<file path="src/inc/dlyg_pkg.sv">
// dlyg_pkg: constants, codes and carrier types of the remote gpio port.
// assumes a 50 MHz system clock and a 32-bit avalon-mm register bus.
//
// Behaviour
// - eight inputs, eight outputs, each assignable to one function or none.
// - one function on several lines; every such line acts alike, independently.
// - button-named input acts exactly like one button press per pulse.
// - build input: first pulse ramps, second asks instant, third confirms fill.
// - ramp/instant fill, ramp/instant drain and bypass inputs act without confirmation.
// - trigger outputs give one 250 ms pulse per state arrival, never repeated.
// - trigger pulses on fill command, on reaching target, on reaching zero.
// - at-target and at-zero outputs show those conditions continuously.
// - lamp outputs low while lamp lit, high while dark, following flashes.
// - building and exiting outputs held low during that state, else high.
// - cue or flag input is stored with the audio sample arriving then.
// - eight independent cue points and eight flag points, on inputs and outputs.
// - cue mark leaving the delay gives 250 ms pulse on its outputs.
// - flag level stored with audio is reproduced as samples leave delay.
// - global enable off makes all inputs ignored.
// - test mode shows each input as 1 while a trigger is present.
// - test mode sets any single output to 1 or 0, overriding function.
// - leaving test mode forces all eight outputs to 0 for one cycle.
package dlyg_pkg;

    // timing
    localparam int unsigned CLK_HZ       = 50_000_000;
    localparam int unsigned PULSE_MS     = 250;
    localparam int unsigned PULSE_CYCLES = PULSE_MS * (CLK_HZ / 1000);

    // register byte addresses
    localparam logic [7:0] ADDR_CTRL     = 8'h00;
    localparam logic [7:0] ADDR_STATUS   = 8'h04;
    localparam logic [7:0] ADDR_TEST_OUT = 8'h08;
    localparam logic [2:0] BLK_IN_SEL    = 3'h1;
    localparam logic [2:0] BLK_OUT_SEL   = 3'h2;

    // field positions
    localparam int unsigned CTRL_EN_BIT   = 0;
    localparam int unsigned CTRL_TEST_BIT = 1;
    localparam int unsigned STAT_OUT_LSB  = 8;
    localparam int unsigned STAT_BLD_LSB  = 16;

    // reset values
    localparam logic       CTRL_EN_RST   = 1'h1;
    localparam logic [7:0] SEL_RST       = 8'h00;
    localparam logic [7:0] TEST_OUT_RST  = 8'h00;

    typedef enum logic [3:0] {
        IN_NONE       = 4'h0,
        IN_BUILD      = 4'h1,
        IN_FILL_RAMP  = 4'h2,
        IN_FILL_NOW   = 4'h3,
        IN_EXIT       = 4'h4,
        IN_DRAIN_RAMP = 4'h5,
        IN_DRAIN_NOW  = 4'h6,
        IN_BYPASS     = 4'h7,
        IN_CUE        = 4'h8,
        IN_FLAG       = 4'h9
    } dlyg_in_func_type;

    typedef enum logic [3:0] {
        OUT_NONE        = 4'h0,
        OUT_BUILD_LAMP  = 4'h1,
        OUT_BUILDING    = 4'h2,
        OUT_EXIT_LAMP   = 4'h3,
        OUT_EXITING     = 4'h4,
        OUT_FILL_TRIG   = 4'h5,
        OUT_TARGET_TRIG = 4'h6,
        OUT_ZERO_TRIG   = 4'h7,
        OUT_AT_TARGET   = 4'h8,
        OUT_AT_ZERO     = 4'h9,
        OUT_BYPASS      = 4'hA,
        OUT_CUE         = 4'hB,
        OUT_FLAG        = 4'hC
    } dlyg_out_func_type;

    typedef enum logic [2:0] {
        BLD_IDLE = 3'b001,
        BLD_RAMP = 3'b010,
        BLD_ASK  = 3'b100
    } dlyg_bld_state_type;

    // one line's assignment: point index and function code
    typedef struct packed {
        logic       spare;
        logic [2:0] idx;
        logic [3:0] func;
    } dlyg_sel_type;

    // state of the delay engine seen by the port
    typedef struct packed {
        logic build_lamp;
        logic exit_lamp;
        logic bypass_lamp;
        logic building;
        logic exiting;
        logic at_target;
        logic at_zero;
    } dlyg_engine_type;

    // one-cycle commands to the delay engine
    typedef struct packed {
        logic fill_ramp;
        logic fill_ask;
        logic fill_now;
        logic exit_press;
        logic drain_ramp;
        logic drain_now;
        logic bypass_press;
    } dlyg_cmd_type;

    // marks that travel with one audio sample
    typedef struct packed {
        logic [7:0] flag;
        logic [7:0] cue;
    } dlyg_marks_type;

endpackage

</file>
<file path="src/verilog/dlyg_pulse_stretch.sv">
// dlyg_pulse_stretch: one fixed-length pulse per rising edge of a trigger.
// assumes trigger synchronous to clk; edges during a running pulse are dropped.
`timescale 1ns/10ps
module dlyg_pulse_stretch #(
    parameter int unsigned CYCLES = dlyg_pkg::PULSE_CYCLES
) (
    // clock and reset
    input  wire logic clk_sys_i,
    input  wire logic rst_b_i,
    // trigger and pulse
    input  wire logic trig_i,
    output logic      pulse_o
);
    localparam int unsigned CW = $clog2(CYCLES + 1);
    localparam logic [CW-1:0] LOAD = CW'(CYCLES);

    logic          trig_q;
    logic          trig_d;
    logic [CW-1:0] cnt_q;
    logic [CW-1:0] cnt_d;
    logic          pulse_q;
    logic          pulse_d;

    always_comb begin
        trig_d  = trig_i;
        cnt_d   = cnt_q;
        // not retriggered while running nor while the state persists
        if (cnt_q != '0) begin
            cnt_d = cnt_q - CW'(1);
        end else if (trig_i && !trig_q) begin
            cnt_d = LOAD;
        end
        pulse_d = (cnt_d != '0);
    end

    always_ff @(posedge clk_sys_i or negedge rst_b_i) begin
        if (!rst_b_i) begin
            trig_q  <= 1'b0;
            cnt_q   <= '0;
            pulse_q <= 1'b0;
        end else begin
            trig_q  <= trig_d;
            cnt_q   <= cnt_d;
            pulse_q <= pulse_d;
        end
    end

    assign pulse_o = pulse_q;

endmodule // dlyg_pulse_stretch

</file>
<file path="src/verilog/dlyg_remote_port.sv">
// dlyg_remote_port: eight-in, eight-out programmable remote port with test mode.
// assumes gpi_i synchronous to clk_sys_i, active high while a closure is made,
// and a delay memory that stores mark_wr_o with each sample at sample_tick_i.
`timescale 1ns/10ps
module dlyg_remote_port #(
    parameter int unsigned PULSE_CYCLES = dlyg_pkg::PULSE_CYCLES,
    parameter int unsigned LINES        = 8,
    parameter int unsigned POINTS       = 8
) (
    // clock and reset
    input  wire logic                     clk_sys_i,
    input  wire logic                     rst_b_i,
    // avalon-mm slave
    input  wire logic [7:0]               avs_address_i,
    input  wire logic                     avs_read_i,
    input  wire logic                     avs_write_i,
    input  wire logic [31:0]              avs_writedata_i,
    input  wire logic [3:0]               avs_byteenable_i,
    output logic      [31:0]              avs_readdata_o,
    output logic                          avs_waitrequest_o,
    // remote pins
    input  wire logic [LINES-1:0]         gpi_i,
    output logic      [LINES-1:0]         gpo_o,
    // delay engine
    input  wire dlyg_pkg::dlyg_engine_type engine_i,
    output dlyg_pkg::dlyg_cmd_type        cmd_o,
    // marks to and from the delay memory
    input  wire logic                     sample_tick_i,
    output dlyg_pkg::dlyg_marks_type      mark_wr_o,
    input  wire logic                     out_tick_i,
    input  wire dlyg_pkg::dlyg_marks_type mark_rd_i
);
    localparam int unsigned NTRIG = 3 + POINTS;

    // reset release
    logic rst_meta_q;
    logic rst_sync_q;

    always_ff @(posedge clk_sys_i or negedge rst_b_i) begin
        if (!rst_b_i) begin
            rst_meta_q <= 1'b0;
            rst_sync_q <= 1'b0;
        end else begin
            rst_meta_q <= 1'b1;
            rst_sync_q <= rst_meta_q;
        end
    end

    // registers
    logic                        en_q, en_d;
    logic                        test_q, test_d;
    logic [LINES-1:0]            test_out_q, test_out_d;
    dlyg_pkg::dlyg_sel_type      in_sel_q [LINES];
    dlyg_pkg::dlyg_sel_type      in_sel_d [LINES];
    dlyg_pkg::dlyg_sel_type      out_sel_q [LINES];
    dlyg_pkg::dlyg_sel_type      out_sel_d [LINES];
    logic                        wait_q, wait_d;
    logic [31:0]                 rdata_q, rdata_d;

    // datapath state
    logic [LINES-1:0]            gpi_q, gpi_prev_q;
    logic [LINES-1:0]            gpi_rise;
    dlyg_pkg::dlyg_bld_state_type bld_q, bld_d;
    dlyg_pkg::dlyg_cmd_type      cmd_q, cmd_d;
    logic [POINTS-1:0]           cue_pend_q, cue_pend_d;
    dlyg_pkg::dlyg_marks_type    mark_q, mark_d;
    logic [POINTS-1:0]           flag_out_q, flag_out_d;
    logic [LINES-1:0]            gpo_q, gpo_d;
    logic [NTRIG-1:0]            trig_src;
    logic [NTRIG-1:0]            trig_pulse;

    // presses gathered over all lines
    logic                        p_build, p_fill_ramp, p_fill_now, p_exit;
    logic                        p_drain_ramp, p_drain_now, p_bypass;
    logic [POINTS-1:0]           cue_set;
    logic [POINTS-1:0]           flag_lvl;

    // bus access: one wait cycle, then the answer
    logic        acc_go;
    logic        wr_go;
    logic [2:0]  blk;
    logic [2:0]  sel_idx;

    assign acc_go  = (avs_read_i || avs_write_i) && !wait_q;
    assign wr_go   = avs_write_i && !wait_q;
    assign blk     = avs_address_i[7:5];
    assign sel_idx = avs_address_i[4:2];

    always_comb begin
        en_d       = en_q;
        test_d     = test_q;
        test_out_d = test_out_q;
        for (int i = 0; i < LINES; i++) begin
            in_sel_d[i]  = in_sel_q[i];
            out_sel_d[i] = out_sel_q[i];
        end
        wait_d  = !((avs_read_i || avs_write_i) && wait_q);
        rdata_d = rdata_q;
        if ((avs_read_i || avs_write_i) && wait_q) begin
            rdata_d = 32'h0000_0000;
            if (avs_address_i == dlyg_pkg::ADDR_CTRL) begin
                rdata_d[dlyg_pkg::CTRL_EN_BIT]   = en_q;
                rdata_d[dlyg_pkg::CTRL_TEST_BIT] = test_q;
            end else if (avs_address_i == dlyg_pkg::ADDR_STATUS) begin
                rdata_d[LINES-1:0] = gpi_q;
                rdata_d[dlyg_pkg::STAT_OUT_LSB +: LINES] = gpo_q;
                rdata_d[dlyg_pkg::STAT_BLD_LSB +: 3]     = bld_q;
            end else if (avs_address_i == dlyg_pkg::ADDR_TEST_OUT) begin
                rdata_d[LINES-1:0] = test_out_q;
            end else if (blk == dlyg_pkg::BLK_IN_SEL && avs_address_i[1:0] == 2'h0) begin
                rdata_d[7:0] = in_sel_q[sel_idx];
            end else if (blk == dlyg_pkg::BLK_OUT_SEL && avs_address_i[1:0] == 2'h0) begin
                rdata_d[7:0] = out_sel_q[sel_idx];
            end
        end
        if (wr_go && avs_byteenable_i[0]) begin
            if (avs_address_i == dlyg_pkg::ADDR_CTRL) begin
                en_d   = avs_writedata_i[dlyg_pkg::CTRL_EN_BIT];
                test_d = avs_writedata_i[dlyg_pkg::CTRL_TEST_BIT];
            end else if (avs_address_i == dlyg_pkg::ADDR_TEST_OUT) begin
                test_out_d = avs_writedata_i[LINES-1:0];
            end else if (blk == dlyg_pkg::BLK_IN_SEL && avs_address_i[1:0] == 2'h0) begin
                in_sel_d[sel_idx] = avs_writedata_i[7:0];
            end else if (blk == dlyg_pkg::BLK_OUT_SEL && avs_address_i[1:0] == 2'h0) begin
                out_sel_d[sel_idx] = avs_writedata_i[7:0];
            end
        end
        // test pattern dropped on leaving, so the pins restart from zero
        if (test_q && !test_d) begin
            test_out_d = dlyg_pkg::TEST_OUT_RST;
        end
    end

    always_ff @(posedge clk_sys_i or negedge rst_sync_q) begin
        if (!rst_sync_q) begin
            en_q       <= dlyg_pkg::CTRL_EN_RST;
            test_q     <= 1'b0;
            test_out_q <= dlyg_pkg::TEST_OUT_RST;
            for (int i = 0; i < LINES; i++) begin
                in_sel_q[i]  <= dlyg_pkg::SEL_RST;
                out_sel_q[i] <= dlyg_pkg::SEL_RST;
            end
            wait_q  <= 1'b1;
            rdata_q <= 32'h0000_0000;
        end else begin
            en_q       <= en_d;
            test_q     <= test_d;
            test_out_q <= test_out_d;
            for (int i = 0; i < LINES; i++) begin
                in_sel_q[i]  <= in_sel_d[i];
                out_sel_q[i] <= out_sel_d[i];
            end
            wait_q  <= wait_d;
            rdata_q <= rdata_d;
        end
    end

    // input edges; a held closure is one press only
    assign gpi_rise = gpi_q & ~gpi_prev_q & {LINES{en_q}};

    always_comb begin
        p_build      = 1'b0;
        p_fill_ramp  = 1'b0;
        p_fill_now   = 1'b0;
        p_exit       = 1'b0;
        p_drain_ramp = 1'b0;
        p_drain_now  = 1'b0;
        p_bypass     = 1'b0;
        cue_set      = '0;
        flag_lvl     = '0;
        // lines sharing a function are simply or-ed
        for (int i = 0; i < LINES; i++) begin
            case (in_sel_q[i].func)
                dlyg_pkg::IN_BUILD:      p_build      = p_build | gpi_rise[i];
                dlyg_pkg::IN_FILL_RAMP:  p_fill_ramp  = p_fill_ramp | gpi_rise[i];
                dlyg_pkg::IN_FILL_NOW:   p_fill_now   = p_fill_now | gpi_rise[i];
                dlyg_pkg::IN_EXIT:       p_exit       = p_exit | gpi_rise[i];
                dlyg_pkg::IN_DRAIN_RAMP: p_drain_ramp = p_drain_ramp | gpi_rise[i];
                dlyg_pkg::IN_DRAIN_NOW:  p_drain_now  = p_drain_now | gpi_rise[i];
                dlyg_pkg::IN_BYPASS:     p_bypass     = p_bypass | gpi_rise[i];
                dlyg_pkg::IN_CUE:        cue_set[in_sel_q[i].idx] = 1'b1 & gpi_rise[i]
                                                        | cue_set[in_sel_q[i].idx];
                dlyg_pkg::IN_FLAG:       flag_lvl[in_sel_q[i].idx] = (gpi_q[i] & en_q)
                                                        | flag_lvl[in_sel_q[i].idx];
                default: ;
            endcase
        end
    end

    // build button sequence and engine commands
    always_comb begin
        bld_d              = bld_q;
        cmd_d              = '0;
        cmd_d.fill_ramp    = p_fill_ramp;
        cmd_d.fill_now     = p_fill_now;
        cmd_d.exit_press   = p_exit;
        cmd_d.drain_ramp   = p_drain_ramp;
        cmd_d.drain_now    = p_drain_now;
        cmd_d.bypass_press = p_bypass;
        unique case (bld_q)
            dlyg_pkg::BLD_IDLE: begin
                if (p_build) begin
                    cmd_d.fill_ramp = 1'b1;
                    bld_d           = dlyg_pkg::BLD_RAMP;
                end
            end
            dlyg_pkg::BLD_RAMP: begin
                if (p_build) begin
                    cmd_d.fill_ask = 1'b1;
                    bld_d          = dlyg_pkg::BLD_ASK;
                end else if (engine_i.at_target || engine_i.exiting) begin
                    bld_d = dlyg_pkg::BLD_IDLE;
                end
            end
            dlyg_pkg::BLD_ASK: begin
                if (p_build) begin
                    cmd_d.fill_now = 1'b1;
                    bld_d          = dlyg_pkg::BLD_IDLE;
                end else if (engine_i.at_target || engine_i.exiting) begin
                    bld_d = dlyg_pkg::BLD_IDLE;
                end
            end
            default: bld_d = dlyg_pkg::BLD_IDLE;
        endcase
    end

    // marks: a cue waits for the next sample; set beats the clear
    always_comb begin
        cue_pend_d = (sample_tick_i ? '0 : cue_pend_q) | cue_set;
        mark_d.cue  = cue_pend_d;
        mark_d.flag = flag_lvl;
        flag_out_d  = out_tick_i ? mark_rd_i.flag : flag_out_q;
    end

    // trigger sources, each stretched to one long pulse
    always_comb begin
        trig_src[0] = cmd_q.fill_ramp | cmd_q.fill_now;
        trig_src[1] = engine_i.at_target;
        trig_src[2] = engine_i.at_zero;
        for (int c = 0; c < POINTS; c++) begin
            trig_src[3 + c] = out_tick_i & mark_rd_i.cue[c];
        end
    end

    for (genvar t = 0; t < NTRIG; t++) begin : g_trig
        dlyg_pulse_stretch #(
            .CYCLES    (PULSE_CYCLES)
        ) u_stretch (
            .clk_sys_i (clk_sys_i),
            .rst_b_i   (rst_sync_q),
            .trig_i    (trig_src[t]),
            .pulse_o   (trig_pulse[t])
        );
    end

    // output pins
    always_comb begin
        for (int i = 0; i < LINES; i++) begin
            case (out_sel_q[i].func)
                dlyg_pkg::OUT_BUILD_LAMP:  gpo_d[i] = ~engine_i.build_lamp;
                dlyg_pkg::OUT_EXIT_LAMP:   gpo_d[i] = ~engine_i.exit_lamp;
                dlyg_pkg::OUT_BYPASS:      gpo_d[i] = ~engine_i.bypass_lamp;
                dlyg_pkg::OUT_BUILDING:    gpo_d[i] = ~engine_i.building;
                dlyg_pkg::OUT_EXITING:     gpo_d[i] = ~engine_i.exiting;
                dlyg_pkg::OUT_FILL_TRIG:   gpo_d[i] = trig_pulse[0];
                dlyg_pkg::OUT_TARGET_TRIG: gpo_d[i] = trig_pulse[1];
                dlyg_pkg::OUT_ZERO_TRIG:   gpo_d[i] = trig_pulse[2];
                dlyg_pkg::OUT_AT_TARGET:   gpo_d[i] = engine_i.at_target;
                dlyg_pkg::OUT_AT_ZERO:     gpo_d[i] = engine_i.at_zero;
                dlyg_pkg::OUT_CUE:   gpo_d[i] = trig_pulse[3 + out_sel_q[i].idx];
                dlyg_pkg::OUT_FLAG:  gpo_d[i] = flag_out_q[out_sel_q[i].idx];
                default:                   gpo_d[i] = 1'b0;
            endcase
        end
        if (test_q) begin
            gpo_d = test_out_q;
        end
        // one cycle of all-zero on the way out of test mode
        if (test_q && !test_d) begin
            gpo_d = '0;
        end
    end

    always_ff @(posedge clk_sys_i or negedge rst_sync_q) begin
        if (!rst_sync_q) begin
            gpi_q      <= '0;
            gpi_prev_q <= '0;
            bld_q      <= dlyg_pkg::BLD_IDLE;
            cmd_q      <= '0;
            cue_pend_q <= '0;
            mark_q     <= '0;
            flag_out_q <= '0;
            gpo_q      <= '0;
        end else begin
            gpi_q      <= gpi_i;
            gpi_prev_q <= gpi_q;
            bld_q      <= bld_d;
            cmd_q      <= cmd_d;
            cue_pend_q <= cue_pend_d;
            mark_q     <= mark_d;
            flag_out_q <= flag_out_d;
            gpo_q      <= gpo_d;
        end
    end

    assign avs_readdata_o    = rdata_q;
    assign avs_waitrequest_o = wait_q;
    assign gpo_o             = gpo_q;
    assign cmd_o             = cmd_q;
    assign mark_wr_o         = mark_q;

endmodule // dlyg_remote_port

</file>
<file path="config.mk">
export PLATFORM = sky130hd
export DESIGN_NAME = dlyg_remote_port
export DESIGN_NICKNAME = d
export VERILOG_FILES = /design/src/inc/dlyg_pkg.sv /design/src/verilog/dlyg_pulse_stretch.sv /design/src/verilog/dlyg_remote_port.sv
export SDC_FILE = /design/constraint.sdc
export NUM_CORES = 1
export LEC_CHECK = 0
export ABC_AREA = 1
export BUFFER_PORTS_ARGS = -buffer_cell sky130_fd_sc_hd__clkbuf_2
export CORE_UTILIZATION = 50
export CTS_CLUSTER_DIAMETER = 30
export CTS_CLUSTER_SIZE = 16
export DETAILED_ROUTE_END_ITERATION = 7
export PLACE_DENSITY_LB_ADDON = 0.08
export SYNTH_ARGS = -nofsm -noshare
export SYNTH_HDL_FRONTEND = slang
export SYNTH_SLANG_ARGS = --single-unit
</file>
<file path="constraint.sdc">
create_clock -name clk_sys_i -period 19.4 [get_ports clk_sys_i]
set_clock_uncertainty 0.05 [all_clocks]
set_input_delay 2.91 -clock clk_sys_i [delete_from_list [all_inputs] [get_ports clk_sys_i]]
set_output_delay 2.91 -clock clk_sys_i [all_outputs]
set_load 0.005 [all_outputs]
</file>
* Word level (Yosys, flattened, before mapping)
Memories as Yosys holds them, arrays and structs flattened.
Index checks and enable logic that the tools add are counted.
** Word-level totals
- Register bits after elaboration :: 504
- Bits in read-only memories :: 8
- Input bits :: 81
- Output and inout bits :: 64
- Logic and storage cells :: 732
- Memories kept :: 1
** Memory list
- (no name shown) :: depth 8, bits a word 1, read ports 1, clocked after memory_dff 0, wr ports 0, RTL line dlyg_remote_port.sv:184 : | flag_lvl[in_sel_q[i].idx];
** Cells by class
- Add/sub/neg operators :: 19
- Order comparisons :: 34
- Equality and inequality tests :: 177
- Muxes and demuxes :: 230
- Bitwise operators :: 97
- Reduce and logical (&&, ||, !) cells :: 72
** Operators by type and width (number)
- 24-bit two-way mux :: 22
- 24-bit nonzero test :: 22
- 24-bit by 1-bit subtractor with 24-bit output (second input constant) :: 11
- 4-bit by 3-bit == test with 1-bit output (second input constant) :: 64
- 8-bit two-way mux :: 32
- 4-bit == test (second input constant) :: 56
- 64-bit bitwise mux :: 2
- 4-bit by 2-bit == test with 1-bit output (second input constant) :: 32
- 8-bit bitwise mux :: 14
- 1-bit two-way mux :: 103
- 1-bit one-hot mux with 12 select lines :: 8
- 1-bit binary-select mux with 3-bit select :: 22
- 1-bit OR :: 66
- 4-bit by 1-bit == test with 1-bit output (second input constant) :: 16
- 3-bit by 4-bit less-than comparator with 1-bit output (second input constant) :: 16
- 8-bit binary-select mux with 3-bit select :: 2
- 4-bit by 5-bit less-than comparator with 1-bit output (second input constant) :: 8
- 2-bit by 3-bit adder with 4-bit output (first input constant) :: 8
- 8-bit AND :: 4
- 1-bit binary-select mux with 4-bit select :: 8
- 1-bit logical AND :: 26
- 1-bit demux with 3-bit select :: 8
- 8-bit demux with 3-bit select :: 1
- 3-bit by 1-bit greater-or-equal comparator with 1-bit output (second input constant) :: 8
- other kinds (28) :: 70

* Longest topological paths before layout
Gate-level depths: netlist of run 1.
- Depth in word-level cells :: 42
- Depth in mapped cells :: 36
- Depth with buffers taken out :: 36

* Hierarchy
Synthesis of run 1 repeated with hierarchy kept, for this count alone.
** Second synthesis, totals
- Cell total of the unflattened synthesis :: 5388
- Area, all modules :: 35888.2 sq um
** Modules (own cells, without submodules)
- dlyg_pulse_stretch at g_trig[0].u_stretch ... :: times used 10, cells an instance 268, area an instance 1785.5 sq um, sequential area each 650.6 sq um
- dlyg_remote_port :: times used 1, cells an instance 2454, area an instance 16241.8 sq um, sequential area each 5459.0 sq um
- dlyg_pulse_stretch at g_trig[9].u_stretch :: times used 1, cells an instance 254, area an instance 1791.7 sq um, sequential area each 650.6 sq um

* Least setup slack after synthesis of run 1
OpenSTA, ideal clock, no wires.
- Path type :: input-to-reg
- From :: input avs_address_i[2]
- To :: register test_out_q[6]
- Setup time :: 83 ps
- Arrival :: 5034 ps
- Required time :: 19267 ps
- Slack :: 14233 ps
- Cell stages on the path :: 13
- Buffers on the path :: 2
- Cell sequence :: clkbuf_1 -> nor2_1 -> inv_1 -> nor2_1 -> inv_1 -> nor3_1 -> inv_1 -> nor2_1 -> inv_1 -> a21oi_1 -> clkbuf_1 -> nand3_1 -> o21ai_0
** On the way
- Longest elaborated chain between the ends :: 7
- Elaborated cells on any way between the ends :: 11
- Those cells by class :: eq/ne (2); mux (3); reduce/logical (6)
** Ends and longest elaborated chain
- start: declaration :: RTL line dlyg_remote_port.sv:14 : input wire logic [7:0] avs_address_i,
- 8-bit logical NOT :: RTL line dlyg_remote_port.sv:117 : if (avs_address_i == dlyg_pkg::ADDR_CTRL) begin
- 1-bit two-way mux :: RTL line dlyg_remote_port.sv:117
- 1-bit two-way mux :: RTL line dlyg_remote_port.sv:116 : if (wr_go && avs_byteenable_i[0]) begin
- 1-bit logical NOT :: RTL line dlyg_remote_port.sv:129 : if (test_q && !test_d) begin
- 1-bit logical AND :: RTL line dlyg_remote_port.sv:129
- 2-bit by 1-bit != test with 1-bit output (no source line) or 2-bit nonzero test (tied branches)
- 3-bit AND reduction (no source line)
- end signal: assignment :: RTL line dlyg_remote_port.sv:138 : test_out_q <= dlyg_pkg::TEST_OUT_RST;
- end signal: assignment :: RTL line dlyg_remote_port.sv:148 : test_out_q <= test_out_d;
- end: declaration :: RTL line dlyg_remote_port.sv:52 : logic [LINES-1:0] test_out_q, test_out_d;
Several ways; a longest one is shown, not always the timed one.
A chain may end at the register's enable or synchronous reset.

* Final worst setup path of run 1
- From :: input avs_address_i[2]
- To :: register rdata_q[7] (netlist: avs_readdata_o[7])
** On the way
- Longest elaborated chain between the ends :: 9
- Elaborated cells on any way between the ends :: 15
- Those cells by class :: eq/ne (2); mux (11); bitwise (1); reduce/logical (1)
** Ends and longest elaborated chain
- 3-bit NOT with 4-bit output (not written as such) :: RTL line dlyg_remote_port.sv:111, dlyg_remote_port.sv:113
- 8-bit binary-select mux with 3-bit select :: RTL line dlyg_remote_port.sv:113 : rdata_d[7:0] = out_sel_q[sel_idx];
- 8-bit two-way mux (not written as such) (2 in series) :: RTL line dlyg_remote_port.sv:113
- 8-bit two-way mux :: RTL line dlyg_remote_port.sv:112 : end else if (blk == dlyg_pkg::BLK_OUT_SEL && avs_address_i[1:0] == 2'h0) begin
- 8-bit two-way mux :: RTL line dlyg_remote_port.sv:110 : end else if (blk == dlyg_pkg::BLK_IN_SEL && avs_address_i[1:0] == 2'h0) begin
- 8-bit two-way mux :: RTL line dlyg_remote_port.sv:108 : end else if (avs_address_i == dlyg_pkg::ADDR_TEST_OUT) begin
- 8-bit two-way mux :: RTL line dlyg_remote_port.sv:104 : end else if (avs_address_i == dlyg_pkg::ADDR_STATUS) begin
- 17-bit two-way mux * :: RTL line dlyg_remote_port.sv:101 : if (avs_address_i == dlyg_pkg::ADDR_CTRL) begin
- end signal: assignment :: RTL line dlyg_remote_port.sv:154 : rdata_q <= rdata_d;
- end: declaration :: RTL line dlyg_remote_port.sv:58 : logic [31:0] rdata_q, rdata_d;
Mark *: on every way between the ends. The rest lies on a longest branch, timed or not. The select of a mux whose other input is x is not followed.

==> impl_metrics.env, run 1 <==
export IMPL_ys_warnings_count=0
export IMPL_post_cts_repair_setup_buffers=0
export IMPL_slew_headroom_pct=33.8
export IMPL_ys_ff_latch=504
export IMPL_place_congestion=1.02
export IMPL_grt_start_max_net_pins=169
export IMPL_ys_seq_area_share_pct=40.3
export IMPL_status="finished clean"
export IMPL_synthArstFlopShare_pct=100
export IMPL_insertion_delay_ps=680
export IMPL_reg2reg_to="mark_wr_o[2]"
export IMPL_rows=91
export IMPL_initial_core_util_pct=50.7
export IMPL_setup_violations=0
export IMPL_core_area_mm2=0.0618
export IMPL_synth_area_mm2=0.0313
export IMPL_finalHoldViolations=0
export IMPL_numCtsBuffers=113
export IMPL_cts_path_max_buffers=3
export IMPL_dpl_hpwl_um=66200
export IMPL_die_w_um=252
export IMPL_clkTransAtPathRegs_ps=50
export IMPL_cts_resized=0
export IMPL_pwr_share_clk_pct=58.7
export IMPL_antenna_found_initial=3
export IMPL_finalSetupTns_ps=0
export IMPL_die_h_um=252
export IMPL_drive_above_1_share_pct=9.22
export IMPL_wl_per_cell_um=17.0
export IMPL_reg2reg_depth=32
export IMPL_cts_hold_buf=0
export IMPL_p_per_area_mw_per_mm2=90.8
export IMPL_p_sw_w=0.000841
export IMPL_p_int_w=0.00248
export IMPL_utilization_pct=59.1
export IMPL_avgSynthCellArea_um2=7.20
export IMPL_holdPathStages=0
export IMPL_grt_pass1_vias=27782
export IMPL_period_share_pct=31.6
export IMPL_p_leak_nw=16.0
export IMPL_ant_nets=0
export IMPL_p_seq_share_pct=34.6
export IMPL_routed_wl_um=91800
export IMPL_cp_arrival_ps=6650
export IMPL_cts_root_buf="clkbuf_16"
export IMPL_synth_cell_type_count=64
export IMPL_max_freq_mhz=163
export IMPL_synthCells=4347
export IMPL_cp_max_fo=45
export IMPL_synthFlopType="dfrtp_1"
export IMPL_cts_tree="done"
export IMPL_grt_first_pass_wirelength_um=147000
export IMPL_grt_usage_pct=28.8
export IMPL_worstMarginPinSlew_ps=967
export IMPL_cp_start_kind="input pin"
export IMPL_worst_setup_path_type="in2reg"
export IMPL_drt_initial_drc_count=2911
export IMPL_maxSlewViolCount=0
export IMPL_reg2reg_from="en_q"
export IMPL_vdd_drop_max_mv=0.0906
export IMPL_cp_end_kind="flop"
export IMPL_swShare_pct=25.4
export IMPL_synth_edff_count=0
export IMPL_rsz0062_at_grt="no"
export IMPL_areaGrowthSynthToFinish_pct=16.6
export IMPL_r2r_slack_ps=14150
export IMPL_worst_setup_path_startpoint="avs_address_i[2]"
export IMPL_die_area_mm2=0.0636
export IMPL_final_nets=4579
export IMPL_cts_sinks=504
export IMPL_min_to="rst_sync_q"
export IMPL_worstHoldStart="rst_meta_q"
export IMPL_required_ps=19920
export IMPL_combPwrFrac_pct=6.7
export IMPL_io_pins=145
export IMPL_globalRoute_totalOverflow=0
export IMPL_min_path_type="reg2reg"
export IMPL_io_buffers=104
export IMPL_drtPass1Iterations=7
export IMPL_fin_hold_ws_ps=314
export IMPL_vias=29919
export IMPL_min_period_ps=6130
export IMPL_htree_num_levels=3
export IMPL_routed_via_density=5.54
export IMPL_drc=0
export IMPL_maxCapViolations=0
==> layout by cell type (no fill, tap or decap), drive strengths merged, types with 16 or more instances in the layout <==
master / instances
nand2: 721
o221ai: 31
a21oi: 142
a221oi: 19
nor4: 91
nand3: 236
o21ai: 474
ha: 30
clkinv: 40
xor2: 49
clkbuf: 247
nor2: 701
nand3b: 21
inv: 616
nor3: 190
nand4: 134
dfrtp: 501
or2: 16
clkinvlp: 19
o31ai: 16
xnor2: 36
mux2i: 50
o22ai: 39
==> stage by stage <==
step	instance area, um^2	power [W]	worst slack (ps)	instances
2_1_floorplan	31400	0.00131	4270	4359
6_report	36500	0.00332	13270	5405
3_3_place_gp	32500	0.00138	12760	5190
4_1_cts	36500	0.00335	13400	5404
5_1_grt	36500	0.00344	13080	5405
3_5_place_dp	32500	0.00138	12730	5190
==> power groups by stage <==
| stage | Clock, W | Sequential [W] | Combinational [W] |
|---|---|---|---|
| 2_1_floorplan | 0 | 0.00116 | 0.000148 |
| 3_3_place_gp | 0 | 0.00116 | 0.000218 |
| 3_5_place_dp | 0 | 0.00116 | 0.000221 |
| 4_1_cts | 0.00198 | 0.00115 | 0.000222 |
| 5_1_grt | 0.00204 | 0.00115 | 0.000253 |
| 6_report | 0.00195 | 0.00115 | 0.000223 |
==> how the worst max path moves through the flow <==
stage,to,slack (ps),depth (start not counted)
5_1_grt,avs_readdata_o[7],13080,12
2_1_floorplan,avs_readdata_o[0],4270,0
6_report,avs_readdata_o[7],13270,12
4_1_cts,avs_readdata_o[7],13400,12
3_5_place_dp,avs_readdata_o[7],12730,12
3_3_place_gp,avs_readdata_o[7],12760,12
==> cell usage after synthesis (5+ instances only) <==
library cell / number / area (um^2)
nand3_2: 14 / 140
a22oi_1: 7 / 52.6
a311oi_1: 7 / 61.3
nand3_1: 221 / 1110
xnor2_1: 36 / 315
o221ai_1: 31 / 272
nor3_1: 190 / 951
nand2_2: 8 / 50.1
clkinv_1: 7 / 26.3
or2_2: 16 / 100
inv_2: 14 / 52.6
o31ai_1: 16 / 120
mux2i_1: 50 / 500
o2111ai_1: 11 / 96.3
o21a_1: 5 / 37.5
a21oi_1: 139 / 696
a32oi_1: 7 / 61.3
dfrtp_1: 501 / 12500
o21ai_0: 470 / 2350
nor2_1: 668 / 2510
o211ai_1: 15 / 113
a211oi_1: 8 / 60.1
ha_1: 30 / 375
a221oi_1: 19 / 166
o22ai_1: 39 / 244
nor2_2: 12 / 75.1
inv_1: 595 / 2230
a31oi_1: 6 / 37.5
nor2_4: 19 / 214
nand4_1: 133 / 832
or4_1: 5 / 37.5
a2111oi_0: 7 / 61.3
clkbuf_1: 99 / 372
xor2_1: 49 / 429
nor4_1: 91 / 569
buf_4: 14 / 105
nand2_1: 710 / 2670
nand3b_1: 21 / 158
==> final cells by class <==
cell class                      instances  area, um^2
Multi-Input combinational cell       3117       15900
Tap cell                              837        1050
Clock inverter                         71         850
Clock buffer                          143        3150
Sequential cell                       504       12600
Antenna cell                            1        2.50
Timing Repair Buffer                  116         623
Inverter                              616        2310
Fill cell                            5865       25300
==> sequential cells by signal, indices dropped and copies added (netlist names), 11 cells and up <==
signal	flops
g_trig.u_stretch.pulse_o	11
g_trig.u_stretch.trig_q	11
in_sel_q	64
avs_readdata_o	19
out_sel_q	64
g_trig.u_stretch.cnt_q	264
mark_wr_o	16
==> worst max-delay path: stages <==
cell	delay [ps]
clkbuf_2	80
buf_4	440
clkinv_1	130
buf_4	270
nor2_2	780
inv_1	90
buf_4	270
nor2_1	770
inv_1	380
o2111ai_1	200
o21ai_0	130
o21ai_0	160
==> layer usage <==
metal	part of all wire [%]	track usage, %	vias up
met1	45	40.0	13841
li1	-	-	14880
met2	45	45.1	1008
met3	7.0	5.17	188
met4	3.0	10.0	2
met5	0.014	0	-
==> cells by family after synthesis <==
logic type | Yosys count | synth area share [%]
flip-flops | 504 | 40.3
AO/OA/AOI/OAI | 813 | 14.9
buffers and inverters | 738 | 9.07
adder cells (fa/ha/maj) | 30 | 1.20
AND/OR/NAND/NOR | 2124 | 30.6
other | 2 | 0.0240
XOR/XNOR | 85 | 2.38
multiplexers | 51 | 1.63
(Power assumes the default switching activity.)
==> run 2: changes to the inputs <==
==> constraint.sdc (replaced) <==
create_clock -name clk_sys_i -period 5.2 [get_ports clk_sys_i]
set_clock_uncertainty 0.05 [all_clocks]
set_input_delay 0.78 -clock clk_sys_i [delete_from_list [all_inputs] [get_ports clk_sys_i]]
set_output_delay 0.78 -clock clk_sys_i [all_outputs]
set_load 0.005 [all_outputs]
==> impl_metrics.env, run 2 (synthesis results as in run 1) <==
export IMPL_die_area_mm2=0.0636
export IMPL_initial_core_util_pct=50.7
export IMPL_drtPass1Iterations=6
export IMPL_core_area_mm2=0.0618
export IMPL_p_per_area_mw_per_mm2=333
export IMPL_crit_family="simple AND/OR/NAND/NOR gates"
export IMPL_cp_end_kind="flop"
export IMPL_max_freq_mhz=201
export IMPL_worst_path_stages=34
export IMPL_layout_commonest_cell="nand2_1"
export IMPL_antenna_cells=0
export IMPL_worst_setup_path_type="reg2reg"
export IMPL_areaGrowthSynthToFinish_pct=17.9
export IMPL_routed_wl_um=92000
export IMPL_slew_headroom_pct=24.8
export IMPL_drive_above_1_share_pct=10.7
export IMPL_numCtsBuffers=110
export IMPL_crit_slowest_cell="dfrtp_2"
export IMPL_required_ps=5650
export IMPL_clkTransAtPathRegs_ps=50
export IMPL_cp_max_fo=8
export IMPL_utilization_pct=59.7
export IMPL_drt_initial_drc_count=2805
export IMPL_place_congestion=0.967
export IMPL_insertion_delay_ps=690
export IMPL_cts_tree="done"
export IMPL_final_cell_mix="689 x nand2_1, 666 x nor2_1, 593 x inv_1"
export IMPL_die_w_um=252
export IMPL_drc=0
export IMPL_n_fill_cell=5763
export IMPL_io_buffers=104
export IMPL_finalSetupTns_ps=0
export IMPL_vdd_drop_max_mv=0.366
export IMPL_vias=29895
export IMPL_wl_per_cell_um=17.0
export IMPL_grt_start_max_net_pins=138
export IMPL_io_pins=145
export IMPL_htree_num_levels=3
export IMPL_cp_slowest_stage_delay_ps=460
export IMPL_grt_first_pass_wirelength_um=146000
export IMPL_grt_pass1_vias=27569
export IMPL_dpl_hpwl_um=66400
export IMPL_ant_nets=0
export IMPL_min_period_ps=4970
export IMPL_period_share_pct=95.6
export IMPL_final_nets=4604
export IMPL_worstMarginPinSlew_ps=1100
export IMPL_fin_area_mm2=0.0369
export IMPL_grt_usage_pct=28.6
export IMPL_cts_sinks=504
export IMPL_placed_area_mm2=0.0326
export IMPL_rows=91
export IMPL_finalHoldViolations=0
export IMPL_largest_register="g_trig.u_stretch.cnt_q"
export IMPL_routed_via_density=5.51
export IMPL_cp_arrival_ps=5430
export IMPL_die_h_um=252
export IMPL_cp_start_kind="flop"
export IMPL_status="finished clean"
export IMPL_maxSlewViolCount=0
export IMPL_reg2reg_depth=34
export IMPL_min_path_type="in2reg"
export IMPL_largest_reg_flops=264
export IMPL_crit_path_frequent_cell="nand3_1"
export IMPL_cts_root_buf="clkbuf_16"
export IMPL_reg_top3="g_trig.u_stretch.cnt_q: 264 flops, in_sel_q: 64 flops, out_sel_q: 64 flops"
export IMPL_critPathBufInv=2
export IMPL_antenna_found_initial=1
export IMPL_globalRoute_totalOverflow=0
export IMPL_holdPathStages=1
export IMPL_cts_path_max_buffers=3
export IMPL_p_leak_nw=16.1
export IMPL_maxCapViolations=0
export IMPL_setup_violations=0
## run 2: cell count changes in the layout (fill, tap and decap cells not counted), moves of 13 or more
cell and change:
nand2_1 -21, clkinv_4 +13, nand3_1 -13, nand2_2 +17
buf_4 +18
## run 2: final cells by class
| class | instances | area (um^2) | share of cell area, % |
|---|---|---|---|
| multi-input cells | 3121 | 16100 | 43.7 |
| repair buffers | 140 | 842 | 2.28 |
| flip-flops and latches | 504 | 12600 | 34.2 |
| clock inverters | 83 | 1060 | 2.87 |
| well taps | 837 | 1050 | 2.84 |
| clock buffers | 125 | 2880 | 7.80 |
| inverters | 616 | 2310 | 6.27 |
## run 2: worst paths after layout
kind | start | to | slack (ps)
max | gpi_q[0] | mark_wr_o[1] | 230
min | gpi_i[1] | gpi_q[1] | 150
max reg2reg | gpi_q[0] | mark_wr_o[1] | 230
min reg2reg | rst_meta_q | rst_sync_q | 300
max in group asynchronous | rst_sync_q | in_sel_q[61] | 3440
min in group asynchronous | rst_b_i | rst_sync_q | 360
## run 2: per-stage QoR
step                      hold WS, ps  std cells  total power, W  worst slack (ps)
after floorplan                   281       4359         0.00488               239
after global placement            289       5194         0.00515               351
after detailed placement          291       5194         0.00516               308
after CTS                         119       5403          0.0124               236
after global routing              135       5426          0.0128              -116
final                             147       5426          0.0123               227
## run 2: timing repair
action	4_1_cts	5_1_grt
buffers inserted	0	19
gates resized for setup	0	64
hold buffers	1	0
setup endpoints to repair	0	16
endpoints found under the hold margin	2	0
## run 2: worst reg2reg max path: cells and delay by family (launching register included)
family / cells / cell delay, ps
buffers and inverters: 2 / 260
DFF: 1 / 460
and+or+nand+nor: 32 / 4020
## run 2: power by group
group          total (W)  internal (W)  leakage (nW)  switching (W)
registers        0.00428       0.00409          6.25       0.000181
clock network    0.00718       0.00467          1.90        0.00250
logic           0.000841      0.000258          7.97       0.000583
## run 2: metal layers
| metal | track usage, % | routed length, um | vias to the layer above |
|---|---|---|---|
| li1 | - | - | 14954 |
| met1 | 40.1 | 42300 | 13839 |
| met2 | 44.6 | 41200 | 904 |
| met3 | 4.57 | 5870 | 196 |
| met4 | 10.3 | 2660 | 2 |
| met5 | 0 | 13 | - |
